===== src/cpsbc_pkg.sv =====
// package: constants and carrier types of the converter port slot buffer control
// Summary of operation
// - buffer length code selects one to four words
// - pointer advances; at length+1 transfer and wrap
// - every holding-register transfer raises the interrupt
// - pointer returns to first location each frame
// - transmit and receive share one location index
// - enabled transmit slot loads current location, advances
// - slot enables past frame length are ignored
// - disabled transmit slots drive zero or float
// - enabled receive slot stores word, advances pointer
// - slot width equals word size, four to sixteen
// - each received word stored left-justified, unpacked
// - either enable advances shared pointer
// - only in-use locations affect status flags
// - receive full set on transfer, cleared after reads
// - receive overflow on refill before read
// - transmit empty set on transfer, cleared by write
// - transmit underflow when in-use register unwritten
// - status shows currently active time slot
// - loopback routes serial output to serial input
// - underflow sends zeros or last written value
// - frame counted in words by four-bit counter
// - unused low bits zero on receive, ignored transmit
// - interrupt flag is full OR empty
package cpsbc_pkg;
  localparam int          DW           = 16;
  localparam int          AW           = 8;
  localparam int          NLOC         = 4;
  localparam int          NSLOT        = 16;
  // register byte addresses
  localparam logic [7:0]  A_CTL1       = 8'h00;
  localparam logic [7:0]  A_CTL2       = 8'h04;
  localparam logic [7:0]  A_STAT       = 8'h08;
  localparam logic [7:0]  A_TSE        = 8'h0C;
  localparam logic [7:0]  A_RSE        = 8'h10;
  localparam logic [7:0]  A_TXH        = 8'h20;
  localparam logic [7:0]  A_RXH        = 8'h30;
  localparam logic [7:0]  A_HOLD_MASK  = 8'hF3;
  // control one fields
  localparam int          B_EN         = 15;
  localparam int          B_LOOP       = 11;
  localparam int          B_UNDERFLOW_MODE       = 7;
  localparam int          B_IDLE       = 6;
  // control two fields
  localparam int          B_BUFFER_LENGTH_CODE_LO    = 10;
  localparam int          B_FLEN_LO    = 5;
  localparam int          B_WS_LO      = 0;
  // status fields
  localparam int          B_EMPTY      = 0;
  localparam int          B_UNF        = 1;
  localparam int          B_FULL       = 2;
  localparam int          B_OVF        = 3;
  localparam int          B_SLOT_LO    = 7;
  localparam logic [3:0]  WS_MIN       = 4'h3;
  localparam logic [3:0]  WS_RST       = 4'hF;
  localparam logic [3:0]  FLEN_RST     = 4'h0;
  localparam logic [1:0]  BUFFER_LENGTH_CODE_RST     = 2'h0;
  localparam logic [15:0] ZERO16       = 16'h0000;

  typedef struct packed {
    logic enable;
    logic loopback_enable;
    logic underflow_mode;
    logic output_idle_mode;
  } cpsbc_ctl_s;

  localparam cpsbc_ctl_s CTL_RST = '{1'b0, 1'b0, 1'b0, 1'b0};
endpackage : cpsbc_pkg


===== src/cpsbc_port.sv =====
// module: converter serial port buffer control, slot enables and status
`timescale 1ns/1ns
`default_nettype none
module cpsbc_port (
  input  wire logic                   sys_clk,
  input  wire logic                   rstn,
  input  wire logic [7:0]             addr,
  input  wire logic [15:0]            wdata,
  input  wire logic                   wr,
  input  wire logic                   rd,
  output logic      [15:0]            rdata,
  input  wire logic                   serial_clk,
  input  wire logic                   frame_sync,
  input  wire logic                   serial_data_in,
  output logic                        serial_data_out,
  output logic                        serial_data_out_oe_n,
  output logic                        port_interrupt_flag
);

  cpsbc_pkg::cpsbc_ctl_s ctl_reg;
  logic [1:0]  buffer_length_code;
  logic [3:0]  frame_length_code;
  logic [3:0]  word_size_code;
  logic [15:0] transmit_slot_enables_reg;
  logic [15:0] receive_slot_enables_reg;
  logic [15:0] transmit_holding_reg [cpsbc_pkg::NLOC];
  logic [15:0] receive_holding_reg  [cpsbc_pkg::NLOC];
  logic [15:0] tx_mem_reg           [cpsbc_pkg::NLOC];
  logic [15:0] rx_mem_reg           [cpsbc_pkg::NLOC];
  logic [3:0]  rx_unread_reg, rx_ovf_reg, tx_written_reg, tx_unf_reg, in_use;
  logic        transmit_empty_flag;
  logic [2:0]  sync1_reg, sync2_reg;
  logic        sclk_prev_reg, en_prev_reg;
  logic [3:0]  bit_cnt_reg, frame_counter;
  logic        frame_active_reg, load_pend_reg, slot_tx_reg;
  logic [15:0] shift_in_reg, shift_out_reg;
  logic [1:0]  ptr_reg, ptr_next;
  logic [3:0]  ws_eff;
  logic        sclk_rise, sclk_fall, din, en_rise;
  logic        slot_end, frame_end, slot_in_frame, slot_on, tse_eff, rse_eff;
  logic        len_hit, xfer, xfer_rx, hold_hit, tx_hit, rx_hit;
  logic [1:0]  hold_idx;
  logic [15:0] rx_word, status_word;

  // pin synchronisers: clock, frame sync and data each pass two flops
  always_ff @(posedge sys_clk or negedge rstn) begin
    if (!rstn) begin
      sync1_reg <= 3'h0;
      sync2_reg <= 3'h0;
      sclk_prev_reg <= 1'b0;
    end else begin
      sync1_reg <= {serial_data_in, frame_sync, serial_clk};
      sync2_reg <= sync1_reg;
      sclk_prev_reg <= sync2_reg[0];
    end
  end

  // link events found from the sampled bit clock
  assign sclk_rise = sync2_reg[0] & ~sclk_prev_reg;
  assign sclk_fall = ~sync2_reg[0] & sclk_prev_reg;
  assign din = ctl_reg.loopback_enable ? serial_data_out : sync2_reg[2];
  assign en_rise = ctl_reg.enable & ~en_prev_reg;
  assign ws_eff = (word_size_code < cpsbc_pkg::WS_MIN) ? cpsbc_pkg::WS_MIN : word_size_code;
  assign slot_in_frame = frame_counter <= frame_length_code;
  assign tse_eff = transmit_slot_enables_reg[frame_counter] & slot_in_frame;
  assign rse_eff = receive_slot_enables_reg[frame_counter] & slot_in_frame;
  assign slot_on = tse_eff | rse_eff;
  assign slot_end = sclk_rise & frame_active_reg & (bit_cnt_reg == ws_eff);
  assign frame_end = slot_end & (frame_counter == frame_length_code);
  assign len_hit = slot_end & slot_on & (ptr_reg == buffer_length_code);
  // left-justify the received word; low unused bits come in as zeros
  assign rx_word = 16'({shift_in_reg[14:0], din} << (4'hF - ws_eff));

  // next pointer: wrap on length, else step on an active slot
  always_comb begin
    ptr_next = ptr_reg;
    if (len_hit)
      ptr_next = 2'h0;
    else if (slot_end & slot_on)
      ptr_next = 2'(ptr_reg + 2'h1);
  end

  // a frame end with data pending transfers too; a coincident wrap counts once
  assign xfer = len_hit | (frame_end & (ptr_next != 2'h0)) | en_rise;
  assign xfer_rx = xfer & ~en_rise;

  // frame and slot counting on the sampled bit clock
  always_ff @(posedge sys_clk or negedge rstn) begin
    if (!rstn) begin
      bit_cnt_reg <= 4'h0;
      frame_counter <= 4'h0;
      frame_active_reg <= 1'b0;
      load_pend_reg <= 1'b0;
    end else if (!ctl_reg.enable) begin
      bit_cnt_reg <= 4'h0;
      frame_counter <= 4'h0;
      frame_active_reg <= 1'b0;
      load_pend_reg <= 1'b0;
    end else begin
      load_pend_reg <= 1'b0;
      if (sclk_rise & ~frame_active_reg & sync2_reg[1]) begin
        frame_active_reg <= 1'b1;
        frame_counter <= 4'h0;
        bit_cnt_reg <= 4'h0;
        load_pend_reg <= 1'b1;
      end else if (frame_end) begin
        frame_active_reg <= 1'b0; // waits for the next frame sync
      end else if (slot_end) begin
        frame_counter <= 4'(frame_counter + 4'h1);
        bit_cnt_reg <= 4'h0;
        load_pend_reg <= 1'b1;
      end else if (sclk_rise & frame_active_reg) begin
        bit_cnt_reg <= 4'(bit_cnt_reg + 4'h1);
      end
    end
  end

  // shared pointer for both directions
  always_ff @(posedge sys_clk or negedge rstn) begin
    if (!rstn)
      ptr_reg <= 2'h0;
    else if (!ctl_reg.enable || frame_end)
      ptr_reg <= 2'h0;
    else
      ptr_reg <= ptr_next;
  end

  // shifters; load happens a cycle after the pointer moves, well before the fall
  always_ff @(posedge sys_clk or negedge rstn) begin
    if (!rstn) begin
      shift_in_reg <= cpsbc_pkg::ZERO16;
      shift_out_reg <= cpsbc_pkg::ZERO16;
      slot_tx_reg <= 1'b0;
    end else begin
      if (sclk_rise)
        shift_in_reg <= {shift_in_reg[14:0], din};
      if (!ctl_reg.enable || frame_end) begin
        slot_tx_reg <= 1'b0;
      end else if (load_pend_reg) begin
        slot_tx_reg <= tse_eff;
        shift_out_reg <= tse_eff ? tx_mem_reg[ptr_reg] : cpsbc_pkg::ZERO16;
      end else if (sclk_fall & slot_tx_reg) begin
        shift_out_reg <= {shift_out_reg[14:0], 1'b0};
      end
    end
  end

  // serial output pin; idle slots drive zero or release the line
  always_ff @(posedge sys_clk or negedge rstn) begin
    if (!rstn) begin
      serial_data_out <= 1'b0;
      serial_data_out_oe_n <= 1'b0;
    end else if (sclk_fall | ~ctl_reg.enable) begin
      if (slot_tx_reg & ctl_reg.enable) begin
        serial_data_out <= shift_out_reg[15];
        serial_data_out_oe_n <= 1'b0;
      end else begin
        serial_data_out <= 1'b0;
        serial_data_out_oe_n <= ctl_reg.output_idle_mode;
      end
    end
  end

  // register decode
  assign hold_idx = addr[3:2];
  assign hold_hit = (addr & cpsbc_pkg::A_HOLD_MASK) == cpsbc_pkg::A_TXH;
  assign tx_hit = hold_hit & wr;
  assign rx_hit = ((addr & cpsbc_pkg::A_HOLD_MASK) == cpsbc_pkg::A_RXH) & rd;

  // software-written configuration
  always_ff @(posedge sys_clk or negedge rstn) begin
    if (!rstn) begin
      ctl_reg <= cpsbc_pkg::CTL_RST;
      buffer_length_code <= cpsbc_pkg::BUFFER_LENGTH_CODE_RST;
      frame_length_code <= cpsbc_pkg::FLEN_RST;
      word_size_code <= cpsbc_pkg::WS_RST;
      transmit_slot_enables_reg <= cpsbc_pkg::ZERO16;
      receive_slot_enables_reg <= cpsbc_pkg::ZERO16;
      en_prev_reg <= 1'b0;
    end else begin
      en_prev_reg <= ctl_reg.enable;
      if (wr) begin
        case (addr)
          cpsbc_pkg::A_CTL1: ctl_reg <= '{wdata[cpsbc_pkg::B_EN], wdata[cpsbc_pkg::B_LOOP],
                                          wdata[cpsbc_pkg::B_UNDERFLOW_MODE], wdata[cpsbc_pkg::B_IDLE]};
          cpsbc_pkg::A_CTL2: begin
            buffer_length_code <= wdata[cpsbc_pkg::B_BUFFER_LENGTH_CODE_LO +: 2];
            frame_length_code <= wdata[cpsbc_pkg::B_FLEN_LO +: 4];
            word_size_code <= wdata[cpsbc_pkg::B_WS_LO +: 4];
          end
          cpsbc_pkg::A_TSE: transmit_slot_enables_reg <= wdata;
          cpsbc_pkg::A_RSE: receive_slot_enables_reg <= wdata;
          default: ;
        endcase
      end
    end
  end

  // per-location buffers and flags
  for (genvar i = 0; i < cpsbc_pkg::NLOC; i++) begin : g_loc
    assign in_use[i] = 2'(i) <= buffer_length_code;

    always_ff @(posedge sys_clk or negedge rstn) begin
      if (!rstn) begin
        transmit_holding_reg[i] <= cpsbc_pkg::ZERO16;
        tx_mem_reg[i] <= cpsbc_pkg::ZERO16;
        tx_written_reg[i] <= 1'b0;
        tx_unf_reg[i] <= 1'b0;
      end else begin
        if (tx_hit && hold_idx == 2'(i))
          transmit_holding_reg[i] <= wdata;
        if (xfer && in_use[i]) begin
          // unwritten: zeros, or the last written value when underflow mode is set
          tx_mem_reg[i] <= (tx_written_reg[i] | ctl_reg.underflow_mode) ?
                           transmit_holding_reg[i] : cpsbc_pkg::ZERO16;
          tx_unf_reg[i] <= ~tx_written_reg[i] & ~en_rise;
          tx_written_reg[i] <= tx_hit && hold_idx == 2'(i); // write in same cycle survives
        end else if (tx_hit && hold_idx == 2'(i)) begin
          tx_written_reg[i] <= 1'b1;
          tx_unf_reg[i] <= 1'b0;
        end
      end
    end

    always_ff @(posedge sys_clk or negedge rstn) begin
      if (!rstn) begin
        rx_mem_reg[i] <= cpsbc_pkg::ZERO16;
        receive_holding_reg[i] <= cpsbc_pkg::ZERO16;
        rx_unread_reg[i] <= 1'b0;
        rx_ovf_reg[i] <= 1'b0;
      end else begin
        if (slot_end && rse_eff && ptr_reg == 2'(i))
          rx_mem_reg[i] <= rx_word;
        // refill wins over a read in the same cycle
        if (xfer_rx && in_use[i]) begin
          // the word that closes the buffer lands in memory on this same edge
          receive_holding_reg[i] <= (slot_end && rse_eff && ptr_reg == 2'(i)) ?
                                    rx_word : rx_mem_reg[i];
          rx_unread_reg[i] <= 1'b1;
          rx_ovf_reg[i] <= rx_ovf_reg[i] | (rx_unread_reg[i] & ~(rx_hit && hold_idx == 2'(i)));
        end else if (rx_hit && hold_idx == 2'(i)) begin
          rx_unread_reg[i] <= 1'b0;
          rx_ovf_reg[i] <= 1'b0;
        end
      end
    end
  end

  // transmit empty: set by transfer, cleared by a write to an in-use register
  always_ff @(posedge sys_clk or negedge rstn) begin
    if (!rstn)
      transmit_empty_flag <= 1'b0;
    else if (!ctl_reg.enable)
      transmit_empty_flag <= 1'b0;
    else if (xfer)
      transmit_empty_flag <= 1'b1;
    else if (tx_hit && in_use[hold_idx])
      transmit_empty_flag <= 1'b0;
  end

  // status word; flags look only at in-use locations
  always_comb begin
    status_word = cpsbc_pkg::ZERO16;
    status_word[cpsbc_pkg::B_EMPTY] = transmit_empty_flag;
    status_word[cpsbc_pkg::B_UNF] = |(tx_unf_reg & in_use);
    status_word[cpsbc_pkg::B_FULL] = |(rx_unread_reg & in_use);
    status_word[cpsbc_pkg::B_OVF] = |(rx_ovf_reg & in_use);
    status_word[cpsbc_pkg::B_SLOT_LO +: 4] = frame_counter;
  end

  // interrupt flag and read data, both registered
  always_ff @(posedge sys_clk or negedge rstn) begin
    if (!rstn) begin
      port_interrupt_flag <= 1'b0;
      rdata <= cpsbc_pkg::ZERO16;
    end else begin
      port_interrupt_flag <= status_word[cpsbc_pkg::B_FULL] | transmit_empty_flag;
      if (rd) begin
        if (hold_hit)
          rdata <= transmit_holding_reg[hold_idx];
        else if ((addr & cpsbc_pkg::A_HOLD_MASK) == cpsbc_pkg::A_RXH)
          rdata <= receive_holding_reg[hold_idx];
        else begin
          case (addr)
            cpsbc_pkg::A_CTL1: rdata <= 16'({ctl_reg.enable, 3'h0, ctl_reg.loopback_enable, 3'h0,
                                              ctl_reg.underflow_mode, ctl_reg.output_idle_mode, 6'h00});
            cpsbc_pkg::A_CTL2: rdata <= 16'({buffer_length_code, 1'b0, frame_length_code, 1'b0,
                                              word_size_code});
            cpsbc_pkg::A_STAT: rdata <= status_word;
            cpsbc_pkg::A_TSE:  rdata <= transmit_slot_enables_reg;
            cpsbc_pkg::A_RSE:  rdata <= receive_slot_enables_reg;
            default:           rdata <= cpsbc_pkg::ZERO16; // unmapped reads zero
          endcase
        end
      end else begin
        rdata <= cpsbc_pkg::ZERO16;
      end
    end
  end
endmodule : cpsbc_port
`default_nettype wire


===== config.mk =====
export PLATFORM = sky130hd
export DESIGN_NAME = cpsbc_port
export DESIGN_NICKNAME = d
export VERILOG_FILES = /design/src/cpsbc_pkg.sv /design/src/cpsbc_port.sv
export SDC_FILE = /design/constraint.sdc
export NUM_CORES = 1
export LEC_CHECK = 0
export ABC_AREA = 1
export BUFFER_PORTS_ARGS = -buffer_cell sky130_fd_sc_hd__buf_2
export CAP_MARGIN = 20
export CORE_UTILIZATION = 40
export DETAILED_ROUTE_END_ITERATION = 8
export PLACE_DENSITY = 0.54
export SLEW_MARGIN = 30
export SYNTH_ARGS = -nofsm -noshare
export SYNTH_HDL_FRONTEND = slang
export SYNTH_SLANG_ARGS = --single-unit

===== constraint.sdc =====
create_clock -name sys_clk -period 3.15 [get_ports sys_clk]
set_input_delay 0.4725 -clock sys_clk [delete_from_list [all_inputs] [get_ports sys_clk]]
set_output_delay 0.4725 -clock sys_clk [all_outputs]
set_load 0.005 [all_outputs]

# Word level (Yosys, flattened, before mapping)
# Index checks and enable logic that the tools add are counted.
# word_totals
regBits	390
in_bits	31
out_inout_bits	19
wordCells	286
# classes
addsub	4
order_cmp	10
n_eq_ne	20
n_shift	1
n_mux	86
bitwise_logic	59
n_reduce_logical	48
# op_table
cell	count
two-way mux 16 bit	20
binary-select mux 16 bit (select 2 bit)	3
case mux 16 bit (5 select lines)	1
two-way mux 1 bit	46
two-way mux 4 bit	10
bitwise AND 1 bit	26
logical AND 1 bit	22
nonzero test 2 bit	11
equality test 8 x 4 -> 1 bit, second input constant	2
left shift 16 x 4 -> 16 bit	1
NOT 1 bit	15
AND reduction 2 bit	7
OR 1 bit	13
bitwise AND 4 bit	3
equality test 6 x 4 -> 1 bit, second input constant	2
OR reduction 4 bit	3
!= test 3 x 1 -> 1 bit, second input constant	3
adder 4 x 1 -> 4 bit, second input constant	2
binary-select mux 1 bit (select 4 bit)	2
equality test 2 bit, second input constant	4
equality test 4 bit	2
equality test 8 x 3 -> 1 bit, second input constant	1
equality test 8 x 5 -> 1 bit, second input constant	1
zero test 8 bit	1
19 further kinds	27

# Depth between registers and ports, before layout
# Gate-level depths: netlist of the first run.
# depth
depth_word	14
depth_mapped	21
mapped_depth_nobuf	19

# Least setup slack after synthesis of the first run
# Ideal clock, no wire load.
# synth_path
path_type	flip-flop to flip-flop
startpoint	reg frame_counter[0]
endpoint	reg tx_mem_reg[62] in the netlist's numbering
setup_ps	130
arrival_time_ps	2338
t_required_ps	3020
setup_slack_ps	681
path_stages_with_launch	21
path_buffers	3
cell_sequence	dfrtp_1 -> inv_2 -> buf_4 -> ha_1 -> nand2_1 -> nor2_1 -> inv_1 -> nand2_1 -> inv_1 -> nor2_1 -> nand3_1 -> nand2_1 -> nand2_1 -> nand2_2 -> nand2_2 -> nand2_4 -> nand3_4 -> buf_12 -> buf_4 -> nand3_1 -> o21ai_0
# synth_via
elab_chain_cells	12
word_cells_on_any_way	19
classes_between	order compare (1); eq/ne (1); mux (6); bitwise (9); reduce/logical (2)
# synth_rtl
item	line	rtl
start, declared	cpsbc_port.sv:34	logic [3:0] bit_cnt_reg, frame_counter;
start signal, assigned	cpsbc_port.sv:109	frame_counter <= 4'(frame_counter + 4'h1);
binary-select mux 1 bit (select 4 bit), on equally long branches	cpsbc_port.sv:65, cpsbc_port.sv:66	
two-way mux 1 bit, on equally long branches	cpsbc_port.sv:65, cpsbc_port.sv:66	
bitwise AND 1 bit, on equally long branches	cpsbc_port.sv:65, cpsbc_port.sv:66	
OR 1 bit	cpsbc_port.sv:67	assign slot_on = tse_eff | rse_eff;
bitwise AND 1 bit	cpsbc_port.sv:70, cpsbc_port.sv:79	
two-way mux 2 bit / bitwise AND 1 bit (equally long branches)	cpsbc_port.sv:79, cpsbc_port.sv:70	
two-way mux 2 bit	cpsbc_port.sv:77	if (len_hit)
nonzero test 2 bit	cpsbc_port.sv:84	assign xfer = len_hit | (frame_end & (ptr_next != 2'h0)) | en_rise;
bitwise AND 1 bit	cpsbc_port.sv:84	
OR 1 bit (*) (2 in series)	cpsbc_port.sv:84	
logical AND 1 bit (*)	cpsbc_port.sv:212	if (xfer && in_use[i]) begin
end signal, assigned by index	cpsbc_port.sv:206	tx_mem_reg[i] <= cpsbc_pkg::ZERO16;
end signal, assigned by index	cpsbc_port.sv:214	tx_mem_reg[i] <= (tx_written_reg[i] | ctl_reg.underflow_mode) ?
end, declared	cpsbc_port.sv:28	logic [15:0] tx_mem_reg [cpsbc_pkg::NLOC];
# Mark *: on every way between the ends. The rest lies on a longest branch, timed or not. The select of a mux whose other input is x is not followed.
# A chain may end at the register's enable or synchronous reset.

# Worst setup path after layout of the first run
# layout_path
startpoint	reg word_size_code[2]
endpoint	reg tx_mem_reg[33] in the netlist's numbering
# layout_via
elab_chain_cells	12
word_cells_on_any_way	14
classes_between	order compare (1); eq/ne (1); mux (3); bitwise (7); reduce/logical (2)
# layout_rtl
item	line	rtl
start, declared	cpsbc_port.sv:23	logic [3:0] word_size_code;
start signal, assigned	cpsbc_port.sv:176	word_size_code <= cpsbc_pkg::WS_RST;
start signal, assigned	cpsbc_port.sv:189	word_size_code <= wdata[cpsbc_pkg::B_WS_LO +: 4];
less-than comparator 4 x 2 -> 1 bit	cpsbc_port.sv:63	assign ws_eff = (word_size_code < cpsbc_pkg::WS_MIN) ? cpsbc_pkg::WS_MIN : word_size_code;
two-way mux 4 bit (*)	cpsbc_port.sv:63	
equality test 4 bit (*)	cpsbc_port.sv:68	assign slot_end = sclk_rise & frame_active_reg & (bit_cnt_reg == ws_eff);
bitwise AND 1 bit (*)	cpsbc_port.sv:68	
bitwise AND 1 bit	cpsbc_port.sv:70, cpsbc_port.sv:79	
two-way mux 2 bit / bitwise AND 1 bit (equally long branches)	cpsbc_port.sv:79, cpsbc_port.sv:70	
two-way mux 2 bit	cpsbc_port.sv:77	
nonzero test 2 bit	cpsbc_port.sv:84	
bitwise AND 1 bit	cpsbc_port.sv:84	
OR 1 bit (*) (2 in series)	cpsbc_port.sv:84	
logical AND 1 bit (*)	cpsbc_port.sv:212	
# Mark *: on every way between the ends. The rest lies on a longest branch, timed or not.

==> run metrics, run 1 <==
worst vdd ir approximately 380 µV; Port Buf Inserts between 40 and 50; post-route insts no fill 2745; P per Cell Area 550 nW/µm²; Post-synth top flop dfrtp_1; Core Area 44200 µm²; TNS Setup 0 ps; die area roughly 46000 µm²; Worst Hold Class input pin to flop; RSZ-0062 raised after global routing no; Int Power about 8.5 mW; met2 WL 24500 µm; WL met3 2840 µm; Clk Latency, worst-skew pair between 500 and 600 ps; leading cell types by count after synthesis nand2_1 (584), dfrtp_1 (386), o21ai_0 (228), inv_1 (173), o21ai_1 (78); Pwr Total about 11 mW; share of layout cells above drive strength 1 12.0%; HP Start wdata[9]; gr usage total 23.8%; count leader, synth nand2_1; final hold violations 0; CTS tree yes; clock share of power between 40% and 50%; DRC 0; endpoints failing setup 0; Endpoint, Worst Hold transmit_slot_enables_reg[9]; Avg Cell Area, Syn slightly below 9 µm²; Comb pwr share ~7.4%; post-detail-place hpwl around 37000 µm; Core Rows between 70 and 80; Max Used Layer met4; clock root buffer master clkbuf_16; Cell Area, Synth around 18000 µm²; Worst R2R Start word_size_code[2]; switching portion of total power about a quarter; hold-critical path depth 3; leading area contributor after synthesis dfrtp_1; WL final about 53000 µm; Worst R2R End tx_mem_reg[33]; Setup CP Type flop to flop; Async S/R FF share, synth 100%; first-pass GRT wire length between 80000 and 90000 µm; Yosys cell types 50; GP Congestion about 0.95; outcome finished clean; Syn. warnings 0; CP startpoint kind flop; Slew Limit Fails 0; TritonCTS Sinks a little under 400; initial antenna violation count 1; critical path required time about 3600 ps; max_slew headroom 42.3%; Leakage a little under 10 nW; ANT nets after route 0; crit-path max FO 34; largest net degree at the start of global routing 90; M1 WL approximately 24000 µm; Chip Width ~210 µm; Clock Skew about 22 ps; Synth top area share 53.8%; clk buf depth 3; min Tclk post-route 2860 ps; R2R setup slack ~290 ps; worst r2r path cells 16; DR pass1 iterations 7; CTS Buf Count 43; Worst Path Arrival ~3400 ps; Reg power frac between 40% and 50%; number of synthesized flops with an enable pin 0; CP Capture Type flop; top cells by area, synth dfrtp_1 (54%), nand2_1 (12%), o21ai_0 (6.4%); number of global-route vias before repair roughly 14000; Synth Instances around 2100; Max-Cap Viols 0; Post-CTS Setup Bufs 0; # placed instances 2662; Sw Pwr 2.76 mW; drt initial violations 1284; Die Ht approximately 210 µm; Net Count, Synth between 2000 and 2500; Avg WL per Cell roughly 19 µm; Initial Util between 40 and 50%; Reg clk slew, reported paths around 60 ps; nets 2160; #FFs+latches synth 390; DR vias between 10000 and 15000; Overflow after GRT 0; final worst-path cycle share about nine tenths; Area growth, synth to finish 13.5%; H-tree Lvls 2; # IOs 50; Worst Tran Pin Value 843 ps; via density per instance around 5.3; maximum clock rate around 350 MHz; sequential fraction of the synthesis area between 50% and 60%
[critical path, cell delays in order (launching register included)]
cell,delay (ps)
dfstp_2,570
inv_1,170
nand2_2,140
nand3_1,80
nand2_1,90
inv_1,90
nor2_8,180
nand4_4,130
nand2_2,100
nand2_1,60
nand2_2,70
nand2_2,70
nand2_4,90
nand3_4,320
nand2_8,390
nand2_1,120
o21ai_2,70
[metrics by stage]
step	hold WS [ps]	utilization, %	setup slack, ps	area (µm²)
2_1_floorplan	177	-	681	18000
3_3_place_gp	335	42.8	197	18900
3_5_place_dp	338	42.8	219	18900
4_1_cts	275	46.1	265	20400
5_1_grt	290	46.1	71.9	20400
6_report	291	46.1	288	20400
[cells in the final DEF, fill, tap and decap left out, drive strengths merged, types with 37 or more instances in the layout]
cell    Yosys  layout
a21boi     42      42
a21oi      71      71
buf        42     114
clkbuf     72      64
dfrtp     386     386
inv       178     178
nand2     602     602
nand3      76      76
nor2       54      54
nor3       37      37
o21ai     340     340
o22ai      69      69
[worst max-delay path by stage]
stage,startpoint,endpoint,cells after the start,slack (ps)
after floorplan,frame_counter[0],tx_mem_reg[62],20,680
after global placement,addr[2],rdata[11],8,200
after detailed placement,addr[2],rdata[11],8,220
after CTS,frame_counter[3],tx_mem_reg[33],17,270
after global routing,frame_length_code[3],tx_mem_reg[3],18,70
final,word_size_code[2],tx_mem_reg[33],16,290
[timing repair]
item / CTS / global route
hold endpoints to repair: 64 / 0
resized for setup: 0 / 1
endpoints found under the setup margin: 0 / 15
hold buffers: 4 / 0
[logic make-up after synthesis]
| logic type | share of synthesized area [%] |
|---|---|
| flip-flops | 54.3 |
| AND/OR/NAND/NOR | 18.4 |
| multiplexers | 0.223 |
| buffers and inverters | 7.17 |
| XOR/XNOR | 0.244 |
| adder cells (fa/ha/maj) | 0.696 |
| AO/OA/AOI/OAI | 18.9 |
[power groups by stage]
stage / logic [mW] / registers (mW) / clock network (mW)
floorplan: 0.476 / 5.32 / 0
global placement: 0.817 / 5.36 / 0
detailed placement: 0.828 / 5.36 / 0
CTS: 0.836 / 5.27 / 5.25
global route: 0.942 / 5.29 / 5.46
finish: 0.827 / 5.28 / 5.12
[layout make-up]
cell class / instances / area [µm²]
multi-input combinational: 1382 / 6920
tap: 592 / 741
clock inverter: 14 / 149
sequential: 390 / 9760
timing repair buffer: 118 / 846
antenna: 1 / 2.50
inverter: 184 / 691
fill: 4374 / 23800
clock buffer: 64 / 1290
[metal layers]
layer	global-route usage [%]	up-vias
met5	0	-
met3	4.24	97
li1	-	6983
met1	32.9	6963
met4	8.92	0
met2	37.4	386
Note: power is estimated with default switching activity, not from simulation.
==> inputs of run 2 (changes only) <==
--- a/config.mk
+++ b/config.mk
@@ -5,7 +5,7 @@
 export SDC_FILE = /design/constraint.sdc
 export NUM_CORES = 1
 export LEC_CHECK = 0
-export ABC_AREA = 1
+export ABC_AREA = 0
 export BUFFER_PORTS_ARGS = -buffer_cell sky130_fd_sc_hd__buf_2
 export CAP_MARGIN = 20
 export CORE_UTILIZATION = 40
==> run 2 against run 1 <==
  * Global-route usage down 1.8 points
  * Sequential share of layout area down 1.8 points
  * Die area up 1.6%
  * Register-to-register slack worse by 290 ps
  * Largest cell class unchanged
  * Critical endpoint is now tx_unf_reg[2]
  * Clock power up 6.4%
  * Highest routed layer unchanged
  * Sequential cell count unchanged
  * Combinational power up 21%
  * The flow now finishes with violations (negative setup slack)
  * Setup slack worse by 290 ps
  * Synthesized cell count down 31%
  * Routed wire length down 6.9%
  * Via count down 17%
  * Final cell count down 23%
==> run metrics, run 2 <==
Reg clk slew, reported paths 60 ps (about the same); Clk Latency, worst-skew pair 580 ps (about the same); Core Area 44600 µm² (+0.87%); Core Rows 77 (unchanged); Async S/R FF share, synth 100% (unchanged); Worst Path Arrival 3570 ps (+220 ps); placed inst area 19600 µm² (+3.5%); Setup CP Type flop to flop; final worst-path cycle share 100% (+9.3 points); clock share of power 46.1% (+0.5 points); post-route insts no fill 2119 (-23%); Worst R2R End tx_unf_reg[2]; drt initial violations 787 (-39%); Synth top area share 52.9% (-0.84 points); Post-synth top flop dfrtp_1; initial antenna violation count 2 (+1); clk buf depth 3 (unchanged); Die Ht 216 µm (+0.79%); Inserted Diodes 0 (-1); final instance area 21200 µm² (+3.9%); worst vdd ir 311 µV (-19%); worst r2r path cells 10 (-6); critical path required time 3570 ps (-70 ps); Reg power frac 45.5% (-1.5 points); # placed instances 2035 (-24%); Initial Util 40.9% (+0.29 points); RSZ-0062 raised after global routing yes; Worst Tran Pin Value 835 ps (-8.42 ps); DRC 0 (unchanged); final hold violations 0 (unchanged); leading cell types in the layout, fill and taps excluded dfrtp_1 (386), mux2_2 (251), nand2_1 (119); GP Congestion 0.915 (-3.8%); gr usage total 22.1% (-1.8 points); # IOs 50 (unchanged); Sw Pwr 2.85 mW (+3.2%); Comb pwr share 8.4% (+1.0 points); Area growth, synth to finish 16.2%; Yosys cell types 77 (+54%); post-detail-place hpwl 33000 µm (-11%); maximum clock rate 317 MHz (-9.3%); Worst Hold Class input pin to flop; ANT nets after route 0 (unchanged); CP startpoint kind flop; crit-path max FO 49 (+44%); clock root buffer master clkbuf_16; DR pass1 iterations 5 (-2); Leakage 9.69 nW (+0.13%); Clock Skew 18.6 ps (-3.50 ps); share of layout cells above drive strength 1 36.3% (+24 points); first-pass GRT wire length 77600 µm (-8.7%); R2R setup slack -4 ps (-290 ps); CTS tree yes; TritonCTS Sinks 390 (unchanged); CP Capture Type flop; worst setup margin -3.88 ps (-292 ps); sequential fraction of the synthesis area 53.5% (-0.85 points); Worst R2R Start frame_counter[0]; via density per instance 5.63 (+7.1%); Port Buf Inserts 49 (unchanged); Avg WL per Cell 23.5 µm (+21%); number of global-route vias before repair 12159 (-15%); critical path cell sequence buf_4 -> mux4_1 -> nand3_1 -> nand4_1 -> nor4_4 -> buf_4 -> a211oi_4 -> buf_6 -> o221ai_2 -> o21ai_0; leading area contributor after synthesis dfrtp_1; die area 46500 µm² (+1.6%); Max-Cap Viols 0 (unchanged); most used cell, CP buf_4; Net Count, Synth 1459 (-31%); Synth Instances 1418 (-31%); Worst setup endpoint tx_unf_reg[2]; slowest CP cell mux4_1; largest net degree at the start of global routing 76 (-16%); Slew Limit Fails 0 (unchanged); most common cell after layout, fill and taps aside dfrtp_1; top cells by area, synth dfrtp_1 (53%), mux2_2 (15%), mux4_2 (7.2%); Syn. warnings 0 (unchanged); min Tclk post-route 3150 ps (+292 ps); WL final 49700 µm (-6.9%); failing checks negative setup slack; CP max stage delay 630 ps (+60 ps); P per Cell Area 558 nW/µm² (+1.4%); filler cell count 4002 (-8.5%); endpoints failing setup 1 (+1); Pwr Total 11.8 mW (+5.4%); nets 1535 (-29%); count leader, synth dfrtp_1; Int Power 8.99 mW (+6.1%); switching portion of total power 24.0% (-0.51 points); CTS Buf Count 44 (+2.3%); max_slew headroom 44.2% (+1.9 points); Avg Cell Area, Syn 12.9 µm² (+48%); Overflow after GRT 0 (unchanged); leading cell types by count after synthesis dfrtp_1 (386), mux2_2 (251), nand2_1 (119), o21ai_0 (112); H-tree Lvls 2 (unchanged); Cell Area, Synth 18300 µm² (+1.6%); #FFs+latches synth 390 (unchanged); Chip Width 216 µm (+0.79%); number of synthesized flops with an enable pin 0 (unchanged); Hold WS 222 ps (-68.6 ps); crit path launch frame_counter[0]; DR vias 11927 (-17%); outcome finished, violations left
[run 2: cell count changes in the layout (fill, tap and decap cells not counted), moves of 20 or more]
| cell | change |
|---|---|
| nor3_1 | -32 |
| o22ai_1 | -67 |
| mux2_2 | +251 |
| nand2_1 | -464 |
| o21ai_1 | -73 |
| a21oi_1 | -33 |
| mux4_2 | +58 |
| mux2i_1 | +20 |
| a21boi_0 | -31 |
| a22oi_1 | +25 |
| inv_1 | -157 |
| o21ai_2 | -33 |
| o21ai_0 | -116 |
| nand3_1 | -55 |
[run 2: metal layers]
metal / track usage, % / wire length (µm) / vias up
li1: - / - / 5345
met1: 32.9 / 23900 / 6206
met2: 32.6 / 22100 / 308
met3: 3.16 / 2420 / 68
met4: 7.94 / 1320 / 0
met5: 0 / 0 / -
[run 2: worst min-delay path by stage]
stage,end,cells past startpoint,slack (ps),start
finish,receive_slot_enables_reg[14],2,220,wdata[14]
global route,transmit_holding_reg[46],2,220,wdata[14]
CTS,receive_slot_enables_reg[14],2,190,wdata[14]
detailed placement,sync2_reg[2],0,340,sync1_reg[2]
global placement,sync2_reg[2],0,340,sync1_reg[2]
floorplan,bit_cnt_reg[0],0,180,rstn
[run 2: logic make-up after synthesis]
| logic type | count (synthesis) | synth area share (%) |
|---|---|---|
| DFF | 390 | 53.5 |
| muxes | 352 | 25.8 |
| AOI/OAI and AO/OA | 273 | 9.64 |
| and+or+nand+nor | 270 | 7.22 |
| buffers and inverters | 115 | 2.82 |
| adders and majority gates | 11 | 0.740 |
| xor gates and xnor gates | 7 | 0.336 |
[run 2: final cells by class]
type                            instances  area (µm²)  share of cell area (%)
Clock inverter                         20         292                    1.37
Inverter                               17        63.8                   0.301
Multi-Input combinational cell        913        8030                    37.9
Timing Repair Buffer                  128        1060                    4.98
Sequential cell                       390        9760                    46.0
Clock buffer                           59        1260                    5.94
Tap cell                              592         741                    3.49
[run 2: stage by stage]
stage / setup TNS, ps / utilization, % / setup slack (ps)
after detailed placement: -113 / 43.9 / -113
after floorplan: 0 / - / 322
after CTS: 0 / 47.5 / 20.7
after global placement: -92.4 / 43.9 / -92.4
final: -3.88 / 47.5 / -3.88
after global routing: -24.0 / 47.5 / -24.0
[run 2: critical path, delay by kind of cell (launching register included)]
family | cells | cell delay (ps)
simple gates | 3 | 820
buf+inv | 3 | 690
mux | 1 | 630
compound gates | 3 | 490
flops | 1 | 340
[run 2: power by group through the flow]
stage / sequential [mW] / combinational [mW] / clock (mW)
floorplan: 5.38 / 0.615 / 0
global placement: 5.46 / 0.988 / 0
detailed placement: 5.47 / 0.994 / 0
CTS: 5.38 / 1.01 / 5.58
global route: 5.41 / 1.09 / 5.78
finish: 5.38 / 0.997 / 5.45
[run 2: what timing repair did]
action,in CTS,in global routing
resized for setup,2,3
buffers inserted,0,1
endpoints found under the setup margin,1,53
hold buffers,4,0
pin swaps,1,0
endpoints found under the hold margin,67,0
